<file path="src/logic/srpc_pkg.sv">
// shared constants for the stall prevention ramp supervisor
package srpc_pkg;

  // ********************************
  // register indices and byte addresses
  // ********************************
  localparam logic [15:0] IDX_OV_THR = 16'h0601;
  localparam logic [15:0] IDX_OV_METHOD = 16'h0602;
  localparam logic [15:0] IDX_ACC_THR = 16'h0603;
  localparam logic [15:0] IDX_RUN_THR = 16'h0604;
  localparam logic [15:0] IDX_RAMP_SEL = 16'h0605;
  localparam logic [15:0] IDX_CTRL = 16'h0610;
  localparam logic [15:0] IDX_RATED = 16'h0611;
  localparam logic [15:0] IDX_STATUS = 16'h0612;
  localparam logic [15:0] ADDR_OV_THR = 16'(IDX_OV_THR << 2);
  localparam logic [15:0] ADDR_OV_METHOD = 16'(IDX_OV_METHOD << 2);
  localparam logic [15:0] ADDR_ACC_THR = 16'(IDX_ACC_THR << 2);
  localparam logic [15:0] ADDR_RUN_THR = 16'(IDX_RUN_THR << 2);
  localparam logic [15:0] ADDR_RAMP_SEL = 16'(IDX_RAMP_SEL << 2);
  localparam logic [15:0] ADDR_CTRL = 16'(IDX_CTRL << 2);
  localparam logic [15:0] ADDR_RATED = 16'(IDX_RATED << 2);
  localparam logic [15:0] ADDR_STATUS = 16'(IDX_STATUS << 2);

  // ********************************
  // field positions
  // ********************************
  localparam int CTRL_DUTY_BIT = 0;
  localparam int CTRL_CLASS_LSB = 1;
  localparam int ST_OV_BIT = 0;
  localparam int ST_OC_BIT = 1;
  localparam int ST_REDUCE_BIT = 2;
  localparam int ST_RECOVER_BIT = 3;
  localparam int ST_FREQ_LSB = 16;

  // ********************************
  // reset values and limits (percent, 0.1 V units)
  // ********************************
  localparam logic [15:0] RST_OV_THR = 16'h0ED8;
  localparam logic RST_OV_METHOD = 1'b0;
  localparam logic [2:0] RST_RAMP_SEL = 3'h0;
  localparam logic RST_DUTY = 1'b0;
  localparam logic [1:0] RST_CLASS = 2'h0;
  localparam logic [15:0] RST_RATED = 16'h0100;
  localparam logic [15:0] DEF_THR_VT = 16'h0078;
  localparam logic [15:0] DEF_THR_CT = 16'h00B4;
  localparam logic [15:0] MAX_PCT_VT = 16'h0096;
  localparam logic [15:0] MAX_PCT_CT = 16'h00C8;
  localparam logic [15:0] CAP_PCT_HIGH_BUS = 16'h00B9;
  localparam logic [15:0] BUS_LVL_CLASS0 = 16'h0DAC;
  localparam logic [15:0] BUS_LVL_CLASS1 = 16'h1B58;
  localparam logic [15:0] BUS_LVL_CLASS2 = 16'h222E;
  localparam logic [15:0] SMART_MARGIN = 16'h0064;
  localparam logic [2:0] RAMP_SEL_AUTO = 3'h5;

  // ********************************
  // supervisor states
  // ********************************
  typedef enum logic [2:0] {
    ST_NORMAL = 3'b001,
    ST_REDUCE = 3'b010,
    ST_RECOVER = 3'b100
  } srpc_state_t;

endpackage

</file>
<file path="src/logic/srpc_limit.sv">
// scales a percent threshold by the rated current into a registered limit
module srpc_limit
  import srpc_pkg::*;
(
  input wire logic mclk,
  input wire logic arst_n,
  input wire logic [15:0] pct,
  input wire logic [15:0] rated,
  output logic [15:0] limit_q
);

  typedef struct packed {
    logic [15:0] limit;
  } srpc_lim_t;

  srpc_lim_t r_q;
  srpc_lim_t r_d;
  logic [31:0] scaled;

  always_comb begin
    r_d = r_q;
    scaled = (32'(pct) * 32'(rated)) / 32'd100;
    if (scaled[31:16] != 16'h0000) begin
      r_d.limit = 16'hFFFF;
    end else begin
      r_d.limit = scaled[15:0];
    end
  end

  always_ff @(posedge mclk or negedge arst_n) begin
    if (!arst_n) begin
      r_q <= '0;
    end else begin
      r_q <= r_d;
    end
  end

  assign limit_q = r_q.limit;

endmodule

</file>
<file path="src/logic/srpc_ramp_ctrl.sv">
// stall prevention ramp supervisor with apb register file
// Notes on behaviour
// - method 0 holds decel, 1 regulates bus
// - traditional: freeze decel while bus above threshold
// - smart: slow decel rate near threshold
// - zero bus threshold disables over-voltage prevention
// - thresholds capped 150 or 200 percent
// - accel threshold defaults 120 or 180
// - constant torque, high bus: cap 185 percent
// - accel over limit holds output frequency
// - steady over limit lowers frequency, selected ramp
// - below limit ramps back to command
// - ramp selector: active, sets 1-4, auto
module srpc_ramp_ctrl
  import srpc_pkg::*;
(
  input wire logic mclk,
  input wire logic arst_n,
  input wire logic psel,
  input wire logic penable,
  input wire logic pwrite,
  input wire logic [15:0] paddr,
  input wire logic [31:0] pwdata,
  output logic [31:0] prdata,
  output logic pready,
  output logic pslverr,
  input wire logic [15:0] outputCurrent,
  input wire logic [15:0] busVoltage,
  input wire logic [15:0] cmdFreq,
  input wire logic [15:0] rateActive,
  input wire logic [15:0] rateSet1,
  input wire logic [15:0] rateSet2,
  input wire logic [15:0] rateSet3,
  input wire logic [15:0] rateSet4,
  input wire logic [15:0] rateAuto,
  output logic [15:0] outFreq,
  output logic ovStallActive,
  output logic ocStallActive
);

  // ********************************
  // state
  // ********************************
  typedef struct packed {
    logic [15:0] curMeta;
    logic [15:0] curSync;
    logic [15:0] busMeta;
    logic [15:0] busSync;
    logic [15:0] ovThr;
    logic ovMethod;
    logic [15:0] accThr;
    logic [15:0] runThr;
    logic [2:0] rampSel;
    logic torqueDuty;
    logic [1:0] voltClass;
    logic [15:0] ratedCur;
    logic pready;
    logic pslverr;
    logic [31:0] prdata;
    logic [31:0] freqAcc;
    logic [15:0] outFreq;
    logic ovStall;
    logic ocStall;
    srpc_state_t state;
  } srpc_regs_t;

  srpc_regs_t r_q;
  srpc_regs_t r_d;
  logic [15:0] accLimit;
  logic [15:0] runLimit;
  logic [15:0] effAcc;
  logic [15:0] effRun;
  logic [15:0] busLevel;
  logic capHigh;
  logic ovEn;
  logic busHigh;
  logic busNear;
  logic accHigh;
  logic runHigh;
  logic accelReq;
  logic decelReq;
  logic [31:0] target;
  logic [15:0] selRate;
  logic [15:0] maxPct;
  logic [15:0] wrPct;
  logic [15:0] dutyDef;
  logic access;
  logic mapped;

  // ********************************
  // ramp time selection
  // ********************************
  // decode ramp selector
  always_comb begin
    unique case (r_q.rampSel)
      3'h1: selRate = rateSet1;
      3'h2: selRate = rateSet2;
      3'h3: selRate = rateSet3;
      3'h4: selRate = rateSet4;
      RAMP_SEL_AUTO: selRate = rateAuto;
      default: selRate = rateActive;
    endcase
  end

  // ********************************
  // thresholds and comparisons
  // ********************************
  always_comb begin
    unique case (r_q.voltClass)
      2'h0: busLevel = BUS_LVL_CLASS0;
      2'h1: busLevel = BUS_LVL_CLASS1;
      default: busLevel = BUS_LVL_CLASS2;
    endcase
  end

  // high bus cap in constant torque
  assign capHigh = r_q.torqueDuty && (r_q.busSync > busLevel);
  assign effAcc = (capHigh && r_q.accThr > CAP_PCT_HIGH_BUS) ? CAP_PCT_HIGH_BUS : r_q.accThr;
  assign effRun = (capHigh && r_q.runThr > CAP_PCT_HIGH_BUS) ? CAP_PCT_HIGH_BUS : r_q.runThr;

  srpc_limit uAccLimit (
    .mclk(mclk),
    .arst_n(arst_n),
    .pct(effAcc),
    .rated(r_q.ratedCur),
    .limit_q(accLimit)
  );

  srpc_limit uRunLimit (
    .mclk(mclk),
    .arst_n(arst_n),
    .pct(effRun),
    .rated(r_q.ratedCur),
    .limit_q(runLimit)
  );

  assign ovEn = r_q.ovThr != 16'h0000;
  assign busHigh = r_q.busSync > r_q.ovThr;
  assign busNear = (r_q.ovThr > SMART_MARGIN) ? (r_q.busSync > r_q.ovThr - SMART_MARGIN) : 1'b1;
  assign accHigh = r_q.curSync > accLimit;
  assign runHigh = r_q.curSync > runLimit;
  assign target = {cmdFreq, 16'h0000};
  assign accelReq = r_q.freqAcc < target;
  assign decelReq = r_q.freqAcc > target;

  // ********************************
  // apb decode
  // ********************************
  assign access = psel && penable && r_q.pready;
  always_comb begin
    unique case (paddr)
      ADDR_OV_THR, ADDR_OV_METHOD, ADDR_ACC_THR, ADDR_RUN_THR: mapped = 1'b1;
      ADDR_RAMP_SEL, ADDR_CTRL, ADDR_RATED, ADDR_STATUS: mapped = 1'b1;
      default: mapped = 1'b0;
    endcase
  end

  assign maxPct = r_q.torqueDuty ? MAX_PCT_CT : MAX_PCT_VT;
  assign wrPct = (pwdata[15:0] > maxPct) ? maxPct : pwdata[15:0];
  assign dutyDef = pwdata[CTRL_DUTY_BIT] ? DEF_THR_CT : DEF_THR_VT;

  // ********************************
  // next state
  // ********************************
  always_comb begin
    logic [32:0] upSum;
    logic [31:0] upStep;
    logic [31:0] downStep;
    logic [31:0] stepRate;
    upSum = '0;
    upStep = '0;
    downStep = '0;
    stepRate = '0;
    r_d = r_q;
    r_d.curMeta = outputCurrent;
    r_d.curSync = r_q.curMeta;
    r_d.busMeta = busVoltage;
    r_d.busSync = r_q.busMeta;
    r_d.pready = psel && !penable;
    r_d.pslverr = psel && !penable && !mapped;
    if (psel && !penable) begin
      unique case (paddr)
        ADDR_OV_THR: r_d.prdata = {16'h0000, r_q.ovThr};
        ADDR_OV_METHOD: r_d.prdata = {31'h0, r_q.ovMethod};
        ADDR_ACC_THR: r_d.prdata = {16'h0000, r_q.accThr};
        ADDR_RUN_THR: r_d.prdata = {16'h0000, r_q.runThr};
        ADDR_RAMP_SEL: r_d.prdata = {29'h0, r_q.rampSel};
        ADDR_CTRL: r_d.prdata = {29'h0, r_q.voltClass, r_q.torqueDuty};
        ADDR_RATED: r_d.prdata = {16'h0000, r_q.ratedCur};
        ADDR_STATUS: begin
          r_d.prdata = '0;
          r_d.prdata[ST_FREQ_LSB +: 16] = r_q.outFreq;
          r_d.prdata[ST_OV_BIT] = r_q.ovStall;
          r_d.prdata[ST_OC_BIT] = r_q.ocStall;
          r_d.prdata[ST_REDUCE_BIT] = r_q.state == ST_REDUCE;
          r_d.prdata[ST_RECOVER_BIT] = r_q.state == ST_RECOVER;
        end
        default: r_d.prdata = '0;
      endcase
    end
    if (access && pwrite) begin
      unique case (paddr)
        ADDR_OV_THR: r_d.ovThr = pwdata[15:0];
        ADDR_OV_METHOD: r_d.ovMethod = pwdata[0];
        ADDR_ACC_THR: r_d.accThr = wrPct;
        ADDR_RUN_THR: r_d.runThr = wrPct;
        ADDR_RAMP_SEL: begin
          if (pwdata[15:0] <= 16'(RAMP_SEL_AUTO)) begin
            r_d.rampSel = pwdata[2:0];
          end
        end
        ADDR_CTRL: begin
          r_d.torqueDuty = pwdata[CTRL_DUTY_BIT];
          r_d.voltClass = pwdata[CTRL_CLASS_LSB +: 2];
          if (pwdata[CTRL_DUTY_BIT] != r_q.torqueDuty) begin
            r_d.accThr = dutyDef;
            r_d.runThr = dutyDef;
          end
        end
        ADDR_RATED: r_d.ratedCur = pwdata[15:0];
        default: r_d.ratedCur = r_q.ratedCur;
      endcase
    end
    // ramp engine
    r_d.ovStall = 1'b0;
    r_d.ocStall = 1'b0;
    stepRate = {16'h0000, rateActive};
    unique case (r_q.state)
      ST_NORMAL: begin
        if (accelReq) begin
          if (accHigh) begin
            r_d.ocStall = 1'b1;
          end else begin
            upSum = {1'b0, r_q.freqAcc} + {1'b0, stepRate};
            upStep = (upSum > {1'b0, target}) ? target : upSum[31:0];
            r_d.freqAcc = upStep;
          end
        end else if (decelReq) begin
          if (ovEn && busHigh) begin
            r_d.ovStall = 1'b1;
            stepRate = '0;
          end else if (ovEn && r_q.ovMethod && busNear) begin
            r_d.ovStall = 1'b1;
            stepRate = {18'h0, rateActive[15:2]};
          end
          downStep = (r_q.freqAcc - target > stepRate) ? r_q.freqAcc - stepRate : target;
          r_d.freqAcc = downStep;
        end else if (runHigh) begin
          r_d.state = ST_REDUCE;
          r_d.ocStall = 1'b1;
        end
      end
      ST_REDUCE: begin
        r_d.ocStall = 1'b1;
        if (runHigh) begin
          stepRate = {16'h0000, selRate};
          downStep = (r_q.freqAcc > stepRate) ? r_q.freqAcc - stepRate : 32'h00000000;
          r_d.freqAcc = downStep;
        end else begin
          r_d.state = ST_RECOVER;
        end
      end
      ST_RECOVER: begin
        r_d.ocStall = 1'b1;
        if (runHigh) begin
          r_d.state = ST_REDUCE;
        end else if (!accelReq) begin
          r_d.state = ST_NORMAL;
          r_d.ocStall = 1'b0;
        end else begin
          stepRate = {16'h0000, selRate};
          upSum = {1'b0, r_q.freqAcc} + {1'b0, stepRate};
          upStep = (upSum > {1'b0, target}) ? target : upSum[31:0];
          r_d.freqAcc = upStep;
        end
      end
    endcase
    r_d.outFreq = r_d.freqAcc[31:16];
  end

  // ********************************
  // registers
  // ********************************
  always_ff @(posedge mclk or negedge arst_n) begin
    if (!arst_n) begin
      r_q <= '0;
      r_q.ovThr <= RST_OV_THR;
      r_q.ovMethod <= RST_OV_METHOD;
      r_q.accThr <= DEF_THR_VT;
      r_q.runThr <= DEF_THR_VT;
      r_q.rampSel <= RST_RAMP_SEL;
      r_q.torqueDuty <= RST_DUTY;
      r_q.voltClass <= RST_CLASS;
      r_q.ratedCur <= RST_RATED;
      r_q.state <= ST_NORMAL;
    end else begin
      r_q <= r_d;
    end
  end

  assign ovStallActive = r_q.ovStall;
  assign ocStallActive = r_q.ocStall;
  assign outFreq = r_q.outFreq;
  assign prdata = r_q.prdata;
  assign pready = r_q.pready;
  assign pslverr = r_q.pslverr;
endmodule

</file>
<file path="config.mk">
export PLATFORM = sky130hd
export DESIGN_NAME = srpc_ramp_ctrl
export DESIGN_NICKNAME = d
export VERILOG_FILES = /design/src/logic/srpc_pkg.sv /design/src/logic/srpc_limit.sv /design/src/logic/srpc_ramp_ctrl.sv
export SDC_FILE = /design/constraint.sdc
export NUM_CORES = 2
export LEC_CHECK = 0
export BUFFER_PORTS_ARGS = -buffer_cell sky130_fd_sc_hd__buf_2
export CORE_UTILIZATION = 40
export DETAILED_ROUTE_END_ITERATION = 10
export PLACE_DENSITY_LB_ADDON = 0.2
export SLEW_MARGIN = 20
export SYNTH_ARGS = -nofsm -noshare
export SYNTH_HDL_FRONTEND = slang
export SYNTH_HIERARCHICAL = 1
export SYNTH_SLANG_ARGS = --single-unit
export TNS_END_PERCENT = 20
</file>
<file path="constraint.sdc">
create_clock -name mclk -period 49.6 [get_ports mclk]
set_clock_uncertainty 0.1 [all_clocks]
set_input_delay 7.44 -clock mclk [delete_from_list [all_inputs] [get_ports mclk]]
set_output_delay 7.44 -clock mclk [all_outputs]
set_load 0.01 [all_outputs]
</file>
After elaboration in Yosys (flattened, before gate mapping)
Cells that the tools add are included.
{ "totals": {"input_bits": 197, "regBits": 238, "out_inout_bits": 52, "elab_cells": 152} }
{ "classes": {"n_eq_ne": 29, "magnitude_cmp": 16, "n_reduce_logical": 29, "multipliers": 2, "n_addsub": 6, "div_mod_pow": 2, "mux": 46} }
{ "ops": {"columns": ["operator", "count"], "rows": [
  ["$mux 32", 15],
  ["$pmux 32 s8", 1],
  ["$eq 16x13->1 const B", 8],
  ["$mux 16", 6],
  ["$pmux 32 s3", 1],
  ["$gt 16x16->1", 5],
  ["$pmux 16 s5", 1],
  ["$add 32x16->33", 2],
  ["$gt 33x32->1", 2],
  ["$div 32x7->32 const B", 2],
  ["$gt 32x32->1", 2],
  ["$mul 16x16->32", 2],
  ["$pmux 16 s2", 2],
  ["$sub 32x32->32", 2],
  ["$reduce_bool 16->1", 3],
  ["$gt 16x8->1 const B", 2],
  ["$gt 32x16->1", 1],
  ["$lt 32x32->1", 1],
  ["$sub 32x16->32", 1],
  ["$pmux 14 s2", 1],
  ["$gt 16x7->1 const B", 1],
  ["$gt 16x8->1", 1],
  ["$le 16x3->1 const B", 1],
  ["$ne 2x2->1 const B", 8],
  ["other kinds (21)", 59]
]} }

Depth between registers and ports, before layout
{ "logic_depth": {"depth_word": 14, "mapped_depth": 100, "depth_no_buf": 84} }

Cells and area by module
Netlist, hierarchy kept.
{ "by_module_without_submodules": {"columns": ["mod", "area_per_inst_um2", "seq_area_each_um2", "instances", "cells_each"], "rows": [
  ["srpc_limit", 15710.1, 400.4, 2, 1953],
  ["srpc_ramp_ctrl", 19261.0, 5176.2, 1, 2336]
]} }

Worst setup path before layout
Ideal clock, no wire load.
{ "synth_path": {"path_type": "register to register", "from": "register r_q[104] (netlist bit)", "to": "register uAccLimit.r_q (netlist bit uAccLimit/limit_q[0])", "path_stages_with_launch": 92, "arrival_time_ps": 22303, "synth_period_minus_slack_ps": 22490, "setup_time_ps": 87, "path_buffers": 8, "required_time_ps": 49413, "path_slack_ps": 27110, "path_cell_list": "dfrtp_1 or2_2 inv_1 ha_1 a21o_1 a21oi_1 nor2b_1 o21ai_0 nand2b_1 a2111oi_0 o21ai_0 o311a_1 clkbuf_1 and2_1 clkbuf_1 nor2b_1 clkbuf_1 nand2_1 (+56 left out) a21oi_1 nor4_4 o21ai_4 maj3_2 xnor2_2 mux2_2 o41ai_4 nand3_1 o2111a_1 a211o_1 or4b_4 o21a_1 buf_6 o22ai_2 a31oi_1 and4_1 or4b_1 o211ai_1"} }
{ "synth_rtl": {"columns": ["element", "line_no", "source"], "rows": [
  ["from (decl)", "srpc_ramp_ctrl.sv:67", "srpc_regs_t r_q;"],
  ["from (signal assigned)", "srpc_ramp_ctrl.sv:297", "r_q <= r_d;"],
  ["to (signal assigned)", "srpc_limit.sv:34", "r_q <= r_d;"],
  ["to (decl)", "srpc_limit.sv:16", "srpc_lim_t r_q;"]
]} }

==> qor.csv <==
metric,value,unit
status,"complete, no violations",
finalCritPeriodShare,0.565,
wl,163000,um
worstPathMaxFanout,16,
antenna_left,0,
start_util,0.404,
synth_seq_cells,238,
drtIter0Drc,4333,
mostFrequentLayoutCells,"656 x nand2_1, 553 x inv_1, 402 x ha_1",
area_delta_synth_final,6.13,%
cts_max_level,1,
netlist_instances,6242,
power,0.00114,W
die_h,358,um
place_hpwl,127000,um
p_leak,24.5,nW
io-pin-count,249,
worst_slew_pin_slew,1.12,ns
hold_ws,0.241,ns
drv.max_cap_violation_count,0,
antenna_found_initial,6,
slowest_stage,nor2b_2,
clock_latency,0.62,ns
cts_setup_buffers,0,
min_path_type,reg2reg,
netlist_area,50700,sq um
ys.flop_type,dfrtp_1,
grt_pass1_wl,260000,um
globalRouteOverflowTotal,0,
yosysUniqueCellTypes,142,
grt_pass1_vias,46500,
rows,130,
core_area,126000,sq um
grt_max_degree,73,
fin_crit,28.05,ns
synth_warnings,6,
worstPathArrival,28.46,ns
vias_per_cell,6.07,
grt_usage,0.250,
cts.sinks,238,
nets,7214,
globalplace.congestion,0.982,
die_w,358,um
clockBufferDepth,3,
first_pass_iters,6,
rsz0062_at_grt,false,
root_buffer,clkbuf_16,
cts_tree,built,
synth-edff-count,0,
ys_seq_area_frac,0.118,
cts_resized,0,
drv_slew,0,
drive_above_1_share,0.110,
power_density,21.2,nW/um^2
cp-end-kind,register,
tns,0,ns
drc,0,
numCtsBuffers,27,
setup_viol,0,
holdBufCountCts,0,
hold_violations,0,
wl_per_cell,20.6,um
io_buffer_count,232,
worst_ep_required_time,50.01,ns
cp_slowest_stage_delay,0.82,ns
die_area,128000,sq um
async_reset_ff_frac,1.00,
clk_pin_slew,0.06,ns
crit_path_frequent_cell,fa_1,
max_freq,35.7,MHz
avgSynthCellArea,8.12,sq um
final_common_cell,nand2_1,
path_class,reg2reg,
slew_headroom,0.254,
startpoint_type,register,
ir_drop,0.0209,mV
syn_nets,7234,
vias,47900,
[path summary, 6_finish.rpt]
check | start | end | slack (ns) | cells past startpoint
worst min-delay path | r_d[204] | r_q[204] | 0.24 | 0
min in group asynchronous | arst_n | r_q[38] | 6.70 | 1
worst min register to register | r_d[204] | r_q[204] | 0.24 | 0
worst max-delay path | r_q[104] | uRunLimit/limit_q[0] | 21.55 | 80
max in group asynchronous | arst_n | uAccLimit/limit_q[10] | 41.40 | 2
worst max register to register | r_q[104] | uRunLimit/limit_q[0] | 21.55 | 80
[power breakdown]
group	leakage [nW]	switching, W	internal, W
registers	2.97	0.0000459	0.000212
clock network	0.445	0.0000929	0.000123
logic	21.1	0.000415	0.000249
[logic make-up (layout without fill, tap and decap cells)]
family                     Yosys count  in the layout  synth area share
adders and majority gates          805            805             0.257
muxes                              117            117            0.0247
xor gates and xnor gates           249            249            0.0458
buffers and inverters              913            914            0.0748
AOI/OAI and AO/OA                 1721           1721             0.256
DFF                                238            238             0.118
other                                0              3                 0
and+or+nand+nor                   2199           2199             0.224
[layer usage]
metal,share of wire,wire [um],vias to the layer above,global-route usage
met4,0.025,4090,10,0.0660
li1,-,-,22400,-
met1,0.44,72000,23600,0.343
met2,0.47,76200,1680,0.419
met5,0.0010,168,-,0
met3,0.063,10200,234,0.0228
[registers in the layout, indices dropped and copies added (netlist names)]
signal	count
ocStallActive	1
uRunLimit/limit_q	16
ovStallActive	1
r_d	32
pslverr	1
uAccLimit/limit_q	16
prdata	32
r_q	138
pready	1
[per-stage QoR]
step | cells | utilization | setup slack (ns) | instance area (sq um)
after floorplan | 6242 | - | 27.11 | 50700
after global placement | 7843 | 0.421 | 21.88 | 52800
after detailed placement | 7843 | 0.421 | 21.91 | 52800
after CTS | 7893 | 0.428 | 21.85 | 53800
after global routing | 7893 | 0.428 | 19.81 | 53800
final | 7896 | 0.428 | 21.55 | 53800
[critical path, delay by kind of cell (launching register included)]
family	cells	cell delay, ns
adders and majority gates	8	3.92
xor gates and xnor gates	2	0.66
DFF	1	0.52
muxes	2	0.93
and+or+nand+nor	25	8.60
buffers and inverters	4	0.22
AOI/OAI and AO/OA	39	12.94
[cell usage after synthesis (86+ instances only)]
| master | count | share of area |
|---|---|---|
| nand2_1 | 656 | 0.049 |
| inv_1 | 553 | 0.041 |
| ha_1 | 402 | 0.099 |
| fa_1 | 393 | 0.16 |
| nor2_1 | 368 | 0.027 |
| and2_1 | 341 | 0.042 |
| a21oi_1 | 294 | 0.029 |
| o21ai_0 | 233 | 0.023 |
| dfrtp_1 | 221 | 0.11 |
| clkbuf_1 | 211 | 0.016 |
| nand3_1 | 150 | 0.015 |
| xnor2_1 | 148 | 0.026 |
| nor3_1 | 122 | 0.012 |
| a21o_1 | 93 | 0.014 |
| nand4_1 | 86 | 0.011 |
[layout make-up]
| cell class | count | area (sq um) |
|---|---|---|
| timing repair buffer | 307 | 1730 |
| clock buffer | 40 | 764 |
| sequential | 238 | 5980 |
| tap | 1650 | 2060 |
| clock inverter | 10 | 158 |
| fill | 12700 | 71800 |
| antenna | 3 | 7.51 |
| inverter | 557 | 2090 |
| multi-input combinational | 5091 | 41000 |
Note: power is estimated with default switching activity, not from simulation.
